### src/hdl/pts_pkg.sv
// package for the per-port ptp timestamp register set
package pts_pkg;

    // ********************************
    // register offsets (byte addresses)
    // ********************************
    localparam int ADDR_W = 8;
    localparam logic [7:0] OFS_RX_LATENCY = 8'h00;
    localparam logic [7:0] OFS_TX_LATENCY = 8'h02;
    localparam logic [7:0] OFS_ASYMMETRY = 8'h04;
    localparam logic [7:0] OFS_REQ_STAMP_HI = 8'h08;
    localparam logic [7:0] OFS_REQ_STAMP_LO = 8'h0a;
    localparam logic [7:0] OFS_SYNC_STAMP_HI = 8'h0c;
    localparam logic [7:0] OFS_SYNC_STAMP_LO = 8'h0e;
    localparam logic [7:0] OFS_RESP_STAMP_HI = 8'h10;
    localparam logic [7:0] OFS_RESP_STAMP_LO = 8'h12;
    localparam logic [7:0] OFS_EVENT_FLAGS = 8'h14;
    localparam logic [7:0] OFS_EVENT_ENABLES = 8'h16;

    // ********************************
    // reset values and field positions
    // ********************************
    localparam logic [15:0] RX_LATENCY_RST = 16'h019f;
    localparam logic [15:0] TX_LATENCY_RST = 16'h002d;
    localparam logic [15:0] ASYMMETRY_RST = 16'h0000;
    localparam logic [31:0] STAMP_RST = 32'h0000_0000;
    localparam logic [2:0] FLAGS_RST = 3'h0;
    localparam logic [2:0] ENABLES_RST = 3'h0;
    localparam logic [15:0] RDATA_RST = 16'h0000;
    localparam int ASYM_SIGN_BIT = 15;
    localparam int ASYM_MAG_W = 15;
    localparam int EVT_LSB = 13;
    localparam int EVT_SYNC = 2;
    localparam int EVT_REQ = 1;
    localparam int EVT_RESP = 0;
    localparam int STAMP_HALF = 16;
    localparam int CORR_W = 64;
    localparam int CORR_FRAC_BITS = 16;

    // ********************************
    // message kinds and carriers
    // ********************************
    typedef enum logic [2:0] {
        PTS_MSG_SYNC,
        PTS_MSG_DELAY_REQ,
        PTS_MSG_PDELAY_REQ,
        PTS_MSG_PDELAY_RESP,
        PTS_MSG_OTHER
    } pts_msg_t;

    typedef enum logic [1:0] {
        PTS_ADJ_NONE,
        PTS_ADJ_ADD,
        PTS_ADJ_SUB
    } pts_adj_t;

    typedef struct packed {
        logic wr;
        logic rd;
        logic [7:0] addr;
        logic [15:0] wdata;
    } pts_reg_req_t;

    typedef struct packed {
        logic valid;
        pts_msg_t kind;
        logic [31:0] ns;
    } pts_stamp_evt_t;

    typedef struct packed {
        logic valid;
        logic egress;
        pts_msg_t kind;
        logic [63:0] field;
    } pts_corr_req_t;

    typedef struct packed {
        logic valid;
        logic [63:0] field;
    } pts_corr_rsp_t;

    typedef struct packed {
        logic [15:0] rx_latency;
        logic [15:0] tx_latency;
        logic [15:0] asymmetry;
        logic [31:0] req_stamp;
        logic [31:0] sync_stamp;
        logic [31:0] resp_stamp;
        logic [2:0] flags;
        logic [2:0] enables;
        logic [15:0] rdata;
        logic rvalid;
        logic irq_status;
        logic irq_enable;
        logic irq_req;
    } pts_regs_t;

    // ingress sync / pdelay_resp add, egress delay_req / pdelay_req subtract
    function automatic pts_adj_t adj_action(input logic egress, input pts_msg_t kind);
        pts_adj_t act;
        act = PTS_ADJ_NONE;
        if (!egress && (kind == PTS_MSG_SYNC || kind == PTS_MSG_PDELAY_RESP)) begin
            act = PTS_ADJ_ADD;
        end
        if (egress && (kind == PTS_MSG_DELAY_REQ || kind == PTS_MSG_PDELAY_REQ)) begin
            act = PTS_ADJ_SUB;
        end
        return act;
    endfunction

endpackage

### src/hdl/pts_asym_adjust.sv
// asymmetry correction applied to the ptp correction field
module pts_asym_adjust #(
    parameter int CORR_W = 64
) (
    input wire logic sys_clk,
    input wire logic rst,
    input wire pts_pkg::pts_corr_req_t req,
    input wire logic negative,
    input wire logic [14:0] magnitude,
    output pts_pkg::pts_corr_rsp_t rsp
);

    pts_pkg::pts_corr_rsp_t state;
    pts_pkg::pts_corr_rsp_t next_state;
    logic [CORR_W-1:0] scaled;
    logic [CORR_W-1:0] delta;
    pts_pkg::pts_adj_t act;

    always_comb begin
        // magnitude is whole ns, the field carries 16 fraction bits
        scaled = CORR_W'({magnitude, 16'h0000});
        delta = negative ? (~scaled + CORR_W'(1)) : scaled;
        act = pts_pkg::adj_action(req.egress, req.kind);
        next_state.valid = req.valid;
        next_state.field = req.field;
        case (act)
            pts_pkg::PTS_ADJ_ADD: begin
                next_state.field = req.field + delta;
            end
            pts_pkg::PTS_ADJ_SUB: begin
                next_state.field = req.field - delta;
            end
            default: begin
                next_state.field = req.field;
            end
        endcase
    end

    always_ff @(posedge sys_clk or posedge rst) begin
        if (rst) begin
            state <= '0;
        end else begin
            state <= next_state;
        end
    end

    assign rsp = state;

endmodule

### src/hdl/pts_port_regs.sv
// per-port ptp latency, asymmetry, egress timestamp and event register set

module pts_port_regs #(
    parameter int CORR_W = pts_pkg::CORR_W
) (
    input wire logic sys_clk,
    input wire logic rst,
    input wire pts_pkg::pts_reg_req_t reg_req,
    output logic [15:0] reg_rdata,
    output logic reg_rvalid,
    input wire pts_pkg::pts_stamp_evt_t stamp_evt,
    input wire pts_pkg::pts_corr_req_t corr_req,
    output pts_pkg::pts_corr_rsp_t corr_rsp,
    output logic [15:0] receive_path_delay,
    output logic [15:0] transmit_path_delay,
    output logic asymmetry_negative_flag,
    output logic [14:0] asymmetry_magnitude,
    output logic port_ptp_status,
    output logic port_ptp_enable,
    output logic port_ptp_irq
);

    // ********************************
    // local decode helpers
    // ********************************
    function automatic logic hit(input pts_pkg::pts_reg_req_t r, input logic [7:0] ofs);
        return r.addr == ofs;
    endfunction

    function automatic logic [15:0] evt_word(input logic [2:0] bits);
        // reserved low bits always read zero
        return {bits, 13'h0000};
    endfunction

    // ********************************
    // state
    // ********************************
    pts_pkg::pts_regs_t state;
    pts_pkg::pts_regs_t next_state;
    logic [2:0] set_evt;
    logic [2:0] clr_evt;
    logic [2:0] flags_n;
    logic [15:0] rd_word;
    logic wr;

    // ********************************
    // event decode
    // ********************************
    always_comb begin
        set_evt = 3'h0;
        if (stamp_evt.valid) begin
            case (stamp_evt.kind)
                pts_pkg::PTS_MSG_SYNC: begin
                    set_evt[pts_pkg::EVT_SYNC] = 1'b1;
                end
                pts_pkg::PTS_MSG_DELAY_REQ: begin
                    set_evt[pts_pkg::EVT_REQ] = 1'b1;
                end
                pts_pkg::PTS_MSG_PDELAY_REQ: begin
                    set_evt[pts_pkg::EVT_REQ] = 1'b1;
                end
                pts_pkg::PTS_MSG_PDELAY_RESP: begin
                    set_evt[pts_pkg::EVT_RESP] = 1'b1;
                end
                default: begin
                    set_evt = 3'h0;
                end
            endcase
        end
    end

    // ********************************
    // read mux
    // ********************************
    always_comb begin
        rd_word = 16'h0000;
        case (reg_req.addr)
            pts_pkg::OFS_RX_LATENCY: begin
                rd_word = state.rx_latency;
            end
            pts_pkg::OFS_TX_LATENCY: begin
                rd_word = state.tx_latency;
            end
            pts_pkg::OFS_ASYMMETRY: begin
                rd_word = state.asymmetry;
            end
            pts_pkg::OFS_REQ_STAMP_HI: begin
                rd_word = state.req_stamp[31:16];
            end
            pts_pkg::OFS_REQ_STAMP_LO: begin
                rd_word = state.req_stamp[15:0];
            end
            pts_pkg::OFS_SYNC_STAMP_HI: begin
                rd_word = state.sync_stamp[31:16];
            end
            pts_pkg::OFS_SYNC_STAMP_LO: begin
                rd_word = state.sync_stamp[15:0];
            end
            pts_pkg::OFS_RESP_STAMP_HI: begin
                rd_word = state.resp_stamp[31:16];
            end
            pts_pkg::OFS_RESP_STAMP_LO: begin
                rd_word = state.resp_stamp[15:0];
            end
            pts_pkg::OFS_EVENT_FLAGS: begin
                rd_word = evt_word(state.flags);
            end
            pts_pkg::OFS_EVENT_ENABLES: begin
                rd_word = evt_word(state.enables);
            end
            default: begin
                // unmapped offsets read as zero
                rd_word = 16'h0000;
            end
        endcase
    end

    // ********************************
    // next state
    // ********************************
    always_comb begin
        next_state = state;
        wr = reg_req.wr;
        clr_evt = 3'h0;

        // latency and asymmetry registers
        if (wr && hit(reg_req, pts_pkg::OFS_RX_LATENCY)) begin
            next_state.rx_latency = reg_req.wdata;
        end
        if (wr && hit(reg_req, pts_pkg::OFS_TX_LATENCY)) begin
            next_state.tx_latency = reg_req.wdata;
        end
        if (wr && hit(reg_req, pts_pkg::OFS_ASYMMETRY)) begin
            next_state.asymmetry = reg_req.wdata;
        end

        // enables, only the three event bits are writable
        if (wr && hit(reg_req, pts_pkg::OFS_EVENT_ENABLES)) begin
            next_state.enables = reg_req.wdata[15:13];
        end

        // write-one-to-clear flags
        if (wr && hit(reg_req, pts_pkg::OFS_EVENT_FLAGS)) begin
            clr_evt = reg_req.wdata[15:13];
        end

        // stamp capture; halves are not latched together, so a read
        // that straddles a new capture can mix two stamps
        if (set_evt[pts_pkg::EVT_SYNC]) begin
            next_state.sync_stamp = stamp_evt.ns;
        end
        if (set_evt[pts_pkg::EVT_REQ]) begin
            next_state.req_stamp = stamp_evt.ns;
        end
        if (set_evt[pts_pkg::EVT_RESP]) begin
            next_state.resp_stamp = stamp_evt.ns;
        end

        // set wins over a clear in the same cycle
        flags_n = (state.flags & ~clr_evt) | set_evt;
        next_state.flags = flags_n;

        // port level summaries follow the registered bits
        next_state.irq_status = |flags_n;
        next_state.irq_enable = |next_state.enables;
        next_state.irq_req = |(flags_n & next_state.enables);

        // read answer one cycle after the request
        next_state.rvalid = reg_req.rd;
        if (reg_req.rd) begin
            next_state.rdata = rd_word;
        end else begin
            next_state.rdata = pts_pkg::RDATA_RST;
        end
    end

    // ********************************
    // registers
    // ********************************
    always_ff @(posedge sys_clk or posedge rst) begin
        if (rst) begin
            state.rx_latency <= pts_pkg::RX_LATENCY_RST;
            state.tx_latency <= pts_pkg::TX_LATENCY_RST;
            state.asymmetry <= pts_pkg::ASYMMETRY_RST;
            state.req_stamp <= pts_pkg::STAMP_RST;
            state.sync_stamp <= pts_pkg::STAMP_RST;
            state.resp_stamp <= pts_pkg::STAMP_RST;
            state.flags <= pts_pkg::FLAGS_RST;
            state.enables <= pts_pkg::ENABLES_RST;
            state.rdata <= pts_pkg::RDATA_RST;
            state.rvalid <= 1'b0;
            state.irq_status <= 1'b0;
            state.irq_enable <= 1'b0;
            state.irq_req <= 1'b0;
        end else begin
            state <= next_state;
        end
    end

    // ********************************
    // correction field datapath
    // ********************************
    pts_asym_adjust #(
        .CORR_W(CORR_W)
    ) u_adjust (
        .sys_clk(sys_clk),
        .rst(rst),
        .req(corr_req),
        .negative(state.asymmetry[pts_pkg::ASYM_SIGN_BIT]),
        .magnitude(state.asymmetry[14:0]),
        .rsp(corr_rsp)
    );

    // ********************************
    // outputs, all straight from flops
    // ********************************
    assign reg_rdata = state.rdata;
    assign reg_rvalid = state.rvalid;
    assign receive_path_delay = state.rx_latency;
    assign transmit_path_delay = state.tx_latency;
    assign asymmetry_negative_flag = state.asymmetry[pts_pkg::ASYM_SIGN_BIT];
    assign asymmetry_magnitude = state.asymmetry[14:0];
    assign port_ptp_status = state.irq_status;
    assign port_ptp_enable = state.irq_enable;
    assign port_ptp_irq = state.irq_req;

endmodule

### config.mk
export PLATFORM = sky130hd
export DESIGN_NAME = pts_port_regs
export DESIGN_NICKNAME = d
export VERILOG_FILES = /design/src/hdl/pts_pkg.sv /design/src/hdl/pts_asym_adjust.sv /design/src/hdl/pts_port_regs.sv
export SDC_FILE = /design/constraint.sdc
export NUM_CORES = 1
export LEC_CHECK = 0
export ABC_AREA = 1
export BUFFER_PORTS_ARGS = -buffer_cell sky130_fd_sc_hd__buf_4
export CAP_MARGIN = 25
export CORE_ASPECT_RATIO = 2
export CORE_MARGIN = 2
export CORE_UTILIZATION = 45
export CTS_CLUSTER_SIZE = 25
export DETAILED_ROUTE_END_ITERATION = 8
export PLACE_DENSITY_LB_ADDON = 0.1
export REMOVE_ABC_BUFFERS = 1
export SETUP_SLACK_MARGIN = 0.02
export SYNTH_ARGS = -nofsm -noshare
export SYNTH_HDL_FRONTEND = slang
export SYNTH_SLANG_ARGS = --single-unit
### constraint.sdc
create_clock -name sys_clk -period 7.5 [get_ports sys_clk]
set_clock_uncertainty 0.15 [all_clocks]
set_input_delay 0.375 -clock sys_clk [delete_from_list [all_inputs] [get_ports sys_clk]]
set_output_delay 0.375 -clock sys_clk [all_outputs]
set_load 0.01 [all_outputs]
# == After elaboration in Yosys (flattened, before gate mapping) ==
# Cells that the tools add are included.
# word_totals
regBits,235
input_bits,133
# classes
n_addsub,3
n_eq_ne,18
n_mux,12
n_bitwise,5
reduce_logical,17
# op_table
operator,n
$pmux W16 S11,1
$pmux W64 S2,1
$add A64 B1 Y64 const B,1
$add A64 B64 Y64,1
$mux W64,1
$not A31 Y64,1
$sub A64 B64 Y64,1
$eq A8 B4 Y1 const B,4
$eq A8 B5 Y1 const B,4
$mux W16,1
$eq A3 B2 Y1 const B,4
$mux W3,3
$reduce_or A3 Y1,3
$eq A8 B2 Y1 const B,1
$eq A8 B3 Y1 const B,1
$logic_not A8 Y1,1
$logic_and A1 B1 Y1,7
$and A3 B3 Y3,2
$eq A3 B1 Y1 const B,2
$logic_not A3 Y1,2
$mux W1,4
$not A3 Y3,1
$or A3 B3 Y3,1
$eq A2 B1 Y1 const B,1
5 further kinds,6

# == Longest topological paths before layout ==
# depth
word_depth,8
mapped_depth,30
depth_no_buf,29

# == Hierarchy ==
# A second synthesis with hierarchy kept.
# hier_totals
hier_cells,1997
hier_area_um2,14640.3
# by_module_without_submodules
module,instances,cells_each,area_each_um2
pts_port_regs,1,1000,8190.4
pts_asym_adjust,1,997,6449.9

# == Worst setup path after synthesis ==
# No wires, ideal clock.
# synth_path
path_kind,flip-flop to flip-flop
start,"register state, in the netlist asymmetry_magnitude[0]"
end,"register u_adjust.state, in the netlist u_adjust.rsp[54]"
setup_time_ps,118
arrival_ps,4063
t_required_ps,7232
path_slack_ps,3169
stages_incl_launch_ff,28
path_buffers,0
synth_period_minus_slack_ps,4331
path_cell_list,dfrtp_1 > inv_1 > ha_1 > nand2_1 > nor2_2 > nand2_1 > nor3_1 > ha_1 > or2_2 > o21ai_0 > nand3_1 > nor2_1 > nand2_1 > nand2_2 > xor2_1 > inv_1 > ha_1 > a21oi_1 > o21ai_0 > a21oi_1 > nor2_1 > nor2_1 > nand3_1 > nand2_1 > nand3_1 > or2_2 > nand3_1 > nand2_1
# synth_lines
element,line,rtl
"start, declared",pts_port_regs.sv:38,pts_pkg::pts_regs_t state;
"start signal, assigned",pts_port_regs.sv:196,state <= next_state;
"end signal, assigned",pts_asym_adjust.sv:43,state <= next_state;
"end, declared",pts_asym_adjust.sv:13,pts_pkg::pts_corr_rsp_t state;

==> results.py <==
metrics = {
    "synthesis": {
        "synth_async_sr_flop_share": 1.00,
        "synthCells": 1902,
        "yosys-top-cells-area": "dfrtp_1 (40%), nand2_1 (12%), o21ai_0 (8.2%)",
        "synth_top_family_by_area": "simple AND/OR/NAND/NOR gates",
        "synth_compound_area_frac": 0.165,
        "muxShareOfSynthArea": 0.00160,
        "ys_warn_count": 0,
        "synth_area_per_cell_um2": 7.42,
        "synth_fa_ha_area_frac": 0.0443,
        "yosysSeqAreaShare": 0.418,
        "syn_area_mm2": 0.0141,
        "synth-main-ff-cell": "dfrtp_1",
        "ys_ff_latch": 235,
        "yosysTopAreaCell": "dfrtp_1",
        "synth_xor_area_frac": 0.0286,
        "ys_types": 48,
        "synth_edf_count": 0,
        "synth-simple-area-share": 0.226,
        "synth_top_area_share": 0.397,
    },
    "routing": {
        "wirelength_um": 51000,
        "wl_per_cell_um": 19.5,
        "vias_per_cell": 5.24,
        "routed.top_layer": "met4",
        "dr_wl_met3_um": 2110,
        "final_antenna_net_count": 0,
        "wl_met1_um": 16100,
        "drtPass1Iterations": 6,
        "vias": 13700,
        "wl_met2_um": 29100,
        "drtIter0Drc": 760,
        "drc_errors": 0,
    },
    "worst_hold_path": {
        "hp-class": "in2reg",
    },
    "timing": {
        "period_needed_ps": 5420,
        "slew_viol_final": 0,
        "grt_setup_unrepaired": "no",
        "worst_slew_pin_slew_ps": 986,
        "hold_viol": 0,
        "clock.fmax_ghz": 0.184,
        "fin_hold_ws_ps": 17.4,
        "fin_crit_sh": 0.723,
        "setup_tns_ps": 0,
        "relSlewSlack": 0.341,
        "setup_violations": 0,
    },
    "layout": {
        "nNetsFinal": 2369,
        "layout-drive-gt1-share": 0.165,
        "antennaDiodeCount": 0,
        "fin_area_mm2": 0.0179,
        "fin_util": 0.580,
        "syn_to_final_growth_pct": 26.9,
    },
    "global_route": {
        "grt_use_total": 0.311,
        "gr-total-overflow": 0,
        "grt_pass1_vias": 14400,
        "antenna_found_initial": 0,
        "grt_first_pass_wirelength_um": 77300,
        "grt_max_degree": 133,
    },
    "setup_path": {
        "max_stage_delay_ps": 410,
        "reg2reg_depth": 24,
        "cp-startpoint": "asymmetry_magnitude[0]",
        "reg2reg_to": "u_adjust.rsp[52]",
        "path_cells": "inv_1 -> ha_1 -> nand2_1 -> nor2_2 -> nand2_1 -> nor3_1 -> ha_1 -> or2_2 -> o21ai_0 -> nand3_1 -> nor2_1 -> nand2_1 -> nand2_2 -> o21a_1 -> ha_1 -> a21oi_1 -> o21ai_0 -> a21oi_1 -> o21ai_0 -> nand2_1 -> nand3_1 -> or2_2 -> nand3_1 -> nand2_1",
        "worstSetupPathType": "reg2reg",
        "cp-end-kind": "flip-flop",
        "required_ps": 7770,
        "worstSetupStartpointType": "flip-flop",
        "timing.rr.start": "asymmetry_magnitude[0]",
        "cp_slowest_cell": "dfrtp_1",
        "crit_path_max_fanout": 8,
        "r2r_setup_slack_ps": 2080,
        "crit_family": "simple AND/OR/NAND/NOR gates",
        "worstPathArrival_ps": 5690,
        "critical_path_buf_inv_count": 1,
        "cpMostUsedCell": "nand2_1",
        "endpoint": "u_adjust.rsp[52]",
        "cp.depth": 24,
    },
    "cts": {
        "numClockSinks": 235,
        "clk_path_buf_depth": 3,
        "cts_setup_buffers": 0,
        "holdBufCountCts": 109,
        "h-tree-depth": 1,
        "cts_resized": 0,
        "cts-buffers-inserted": 22,
        "cts_tree": "yes",
        "worstSkewPairLatency_ps": 530,
        "clk_pin_slew_ps": 70,
        "clockRootBuffer": "clkbuf_16",
    },
    "power_and_ir_drop": {
        "p_per_area_mw_per_mm2": 262,
        "internal_power_w": 0.00283,
        "p_switching_w": 0.00186,
        "combinationalPowerShare": 0.428,
        "p_leak_nw": 8.83,
        "seq_power_share": 0.323,
        "p_sw_frac": 0.397,
        "clockPowerShare": 0.248,
        "ir_drop_mv": 0.212,
    },
    "placed_design": {
        "placed_area_mm2": 0.0160,
        "detailed_place_hpwl_um": 40600,
        "place.gp.congestion": 0.965,
        "port_buffers": 265,
    },
    "floorplanning": {
        "die_y_um": 254,
        "core_mm2": 0.0309,
        "die-area_mm2": 0.0329,
        "die_w_um": 129,
        "num_rows": 91,
        "io-pin-count": 266,
        "start_util": 0.457,
    },
    "run": {
        "drv_cap": 0,
    },
    "run_status": {
        "status": "complete, no violations",
    },
}
[cells by family after synthesis]
kind of cell,after synthesis
AND/OR/NAND/NOR,775
buffers and inverters,374
flip-flops,235
adder cells (fa/ha/maj),50
multiplexers,2
AO/OA/AOI/OAI,420
XOR/XNOR,46
[registers in the layout, indices dropped and copies added (netlist names)]
name,count
port_ptp_status,1
reg_rvalid,1
port_ptp_irq,1
u_adjust.rsp,65
state,102
transmit_path_delay,16
port_ptp_enable,1
asymmetry_negative_flag,1
asymmetry_magnitude,15
reg_rdata,16
receive_path_delay,16
[cell usage after synthesis, drive strengths merged (15+ instances only)]
| cell type | n |
|---|---|
| ha | 50 |
| o21ai | 236 |
| nand4 | 19 |
| buf | 68 |
| nor3 | 20 |
| o22ai | 21 |
| a31oi | 15 |
| nor2 | 163 |
| nand3 | 89 |
| xnor2 | 24 |
| a21oi | 92 |
| xor2 | 22 |
| a221oi | 20 |
| dfrtp | 224 |
| clkbuf | 61 |
| inv | 244 |
| nand2 | 468 |
[worst min-delay path: stages]
cell	delay (ps)
buf_4	100
nor2_1	50
a31oi_1	140
[cell usage in the layout (no fill, tap or decap), types with 17 or more instances in the layout]
cell type and n:
clkbuf_16 23, dlygate4sd3_1 109, ha_1 50, nand4_1 19, nand2_1 460, nor2_1 154
a221oi_1 20, inv_1 240, xor2_1 22, a21oi_1 92, buf_4 277, o22ai_1 21
dfrtp_1 224, xnor2_1 24, o21ai_0 231, nand3_1 88, nor3_1 17
[power groups by stage]
stage | combinational [W] | sequential [W] | clock [W]
floorplan | 0.00119 | 0.00156 | 0
global placement | 0.00195 | 0.00153 | 0
detailed placement | 0.00195 | 0.00154 | 0
CTS | 0.00200 | 0.00152 | 0.00119
global route | 0.00221 | 0.00153 | 0.00123
finish | 0.00201 | 0.00152 | 0.00116
[metal layers]
metal | GRT usage | vias up
met4 | 0.201 | 0
li1 | - | 6694
met3 | 0.0392 | 163
met2 | 0.624 | 442
met1 | 0.280 | 6423
met5 | 0 | -
[metrics by stage]
step | power [W] | std cells | worst slack (ps)
floorplan | 0.00275 | 1773 | 547
global placement | 0.00348 | 2468 | 2140
detailed placement | 0.00349 | 2470 | 2090
CTS | 0.00470 | 2616 | 2050
global route | 0.00497 | 2617 | 1550
finish | 0.00469 | 2617 | 2080
[worst min-delay path by stage]
stage / start / end / slack [ps] / cells past startpoint
6_report: corr_req[60] / u_adjust.rsp[60] / 20 / 3
5_1_grt: reg_req[14] / asymmetry_magnitude[14] / 40 / 3
4_1_cts: corr_req[60] / u_adjust.rsp[60] / 3 / 3
3_5_place_dp: state[62] / state[62] / 320 / 2
3_3_place_gp: state[62] / state[62] / 320 / 2
2_1_floorplan: reg_req[24] / reg_rvalid / 260 / 0
[layout make-up]
type,count,area [µm²]
multi-input combinational,1293,6590
timing repair buffer,389,3230
sequential,235,5890
clock inverter,5,77.6
inverter,245,927
fill,2959,13000
tap,418,523
clock buffer,32,659
No activity file was read; power rests on OpenSTA's default activity.
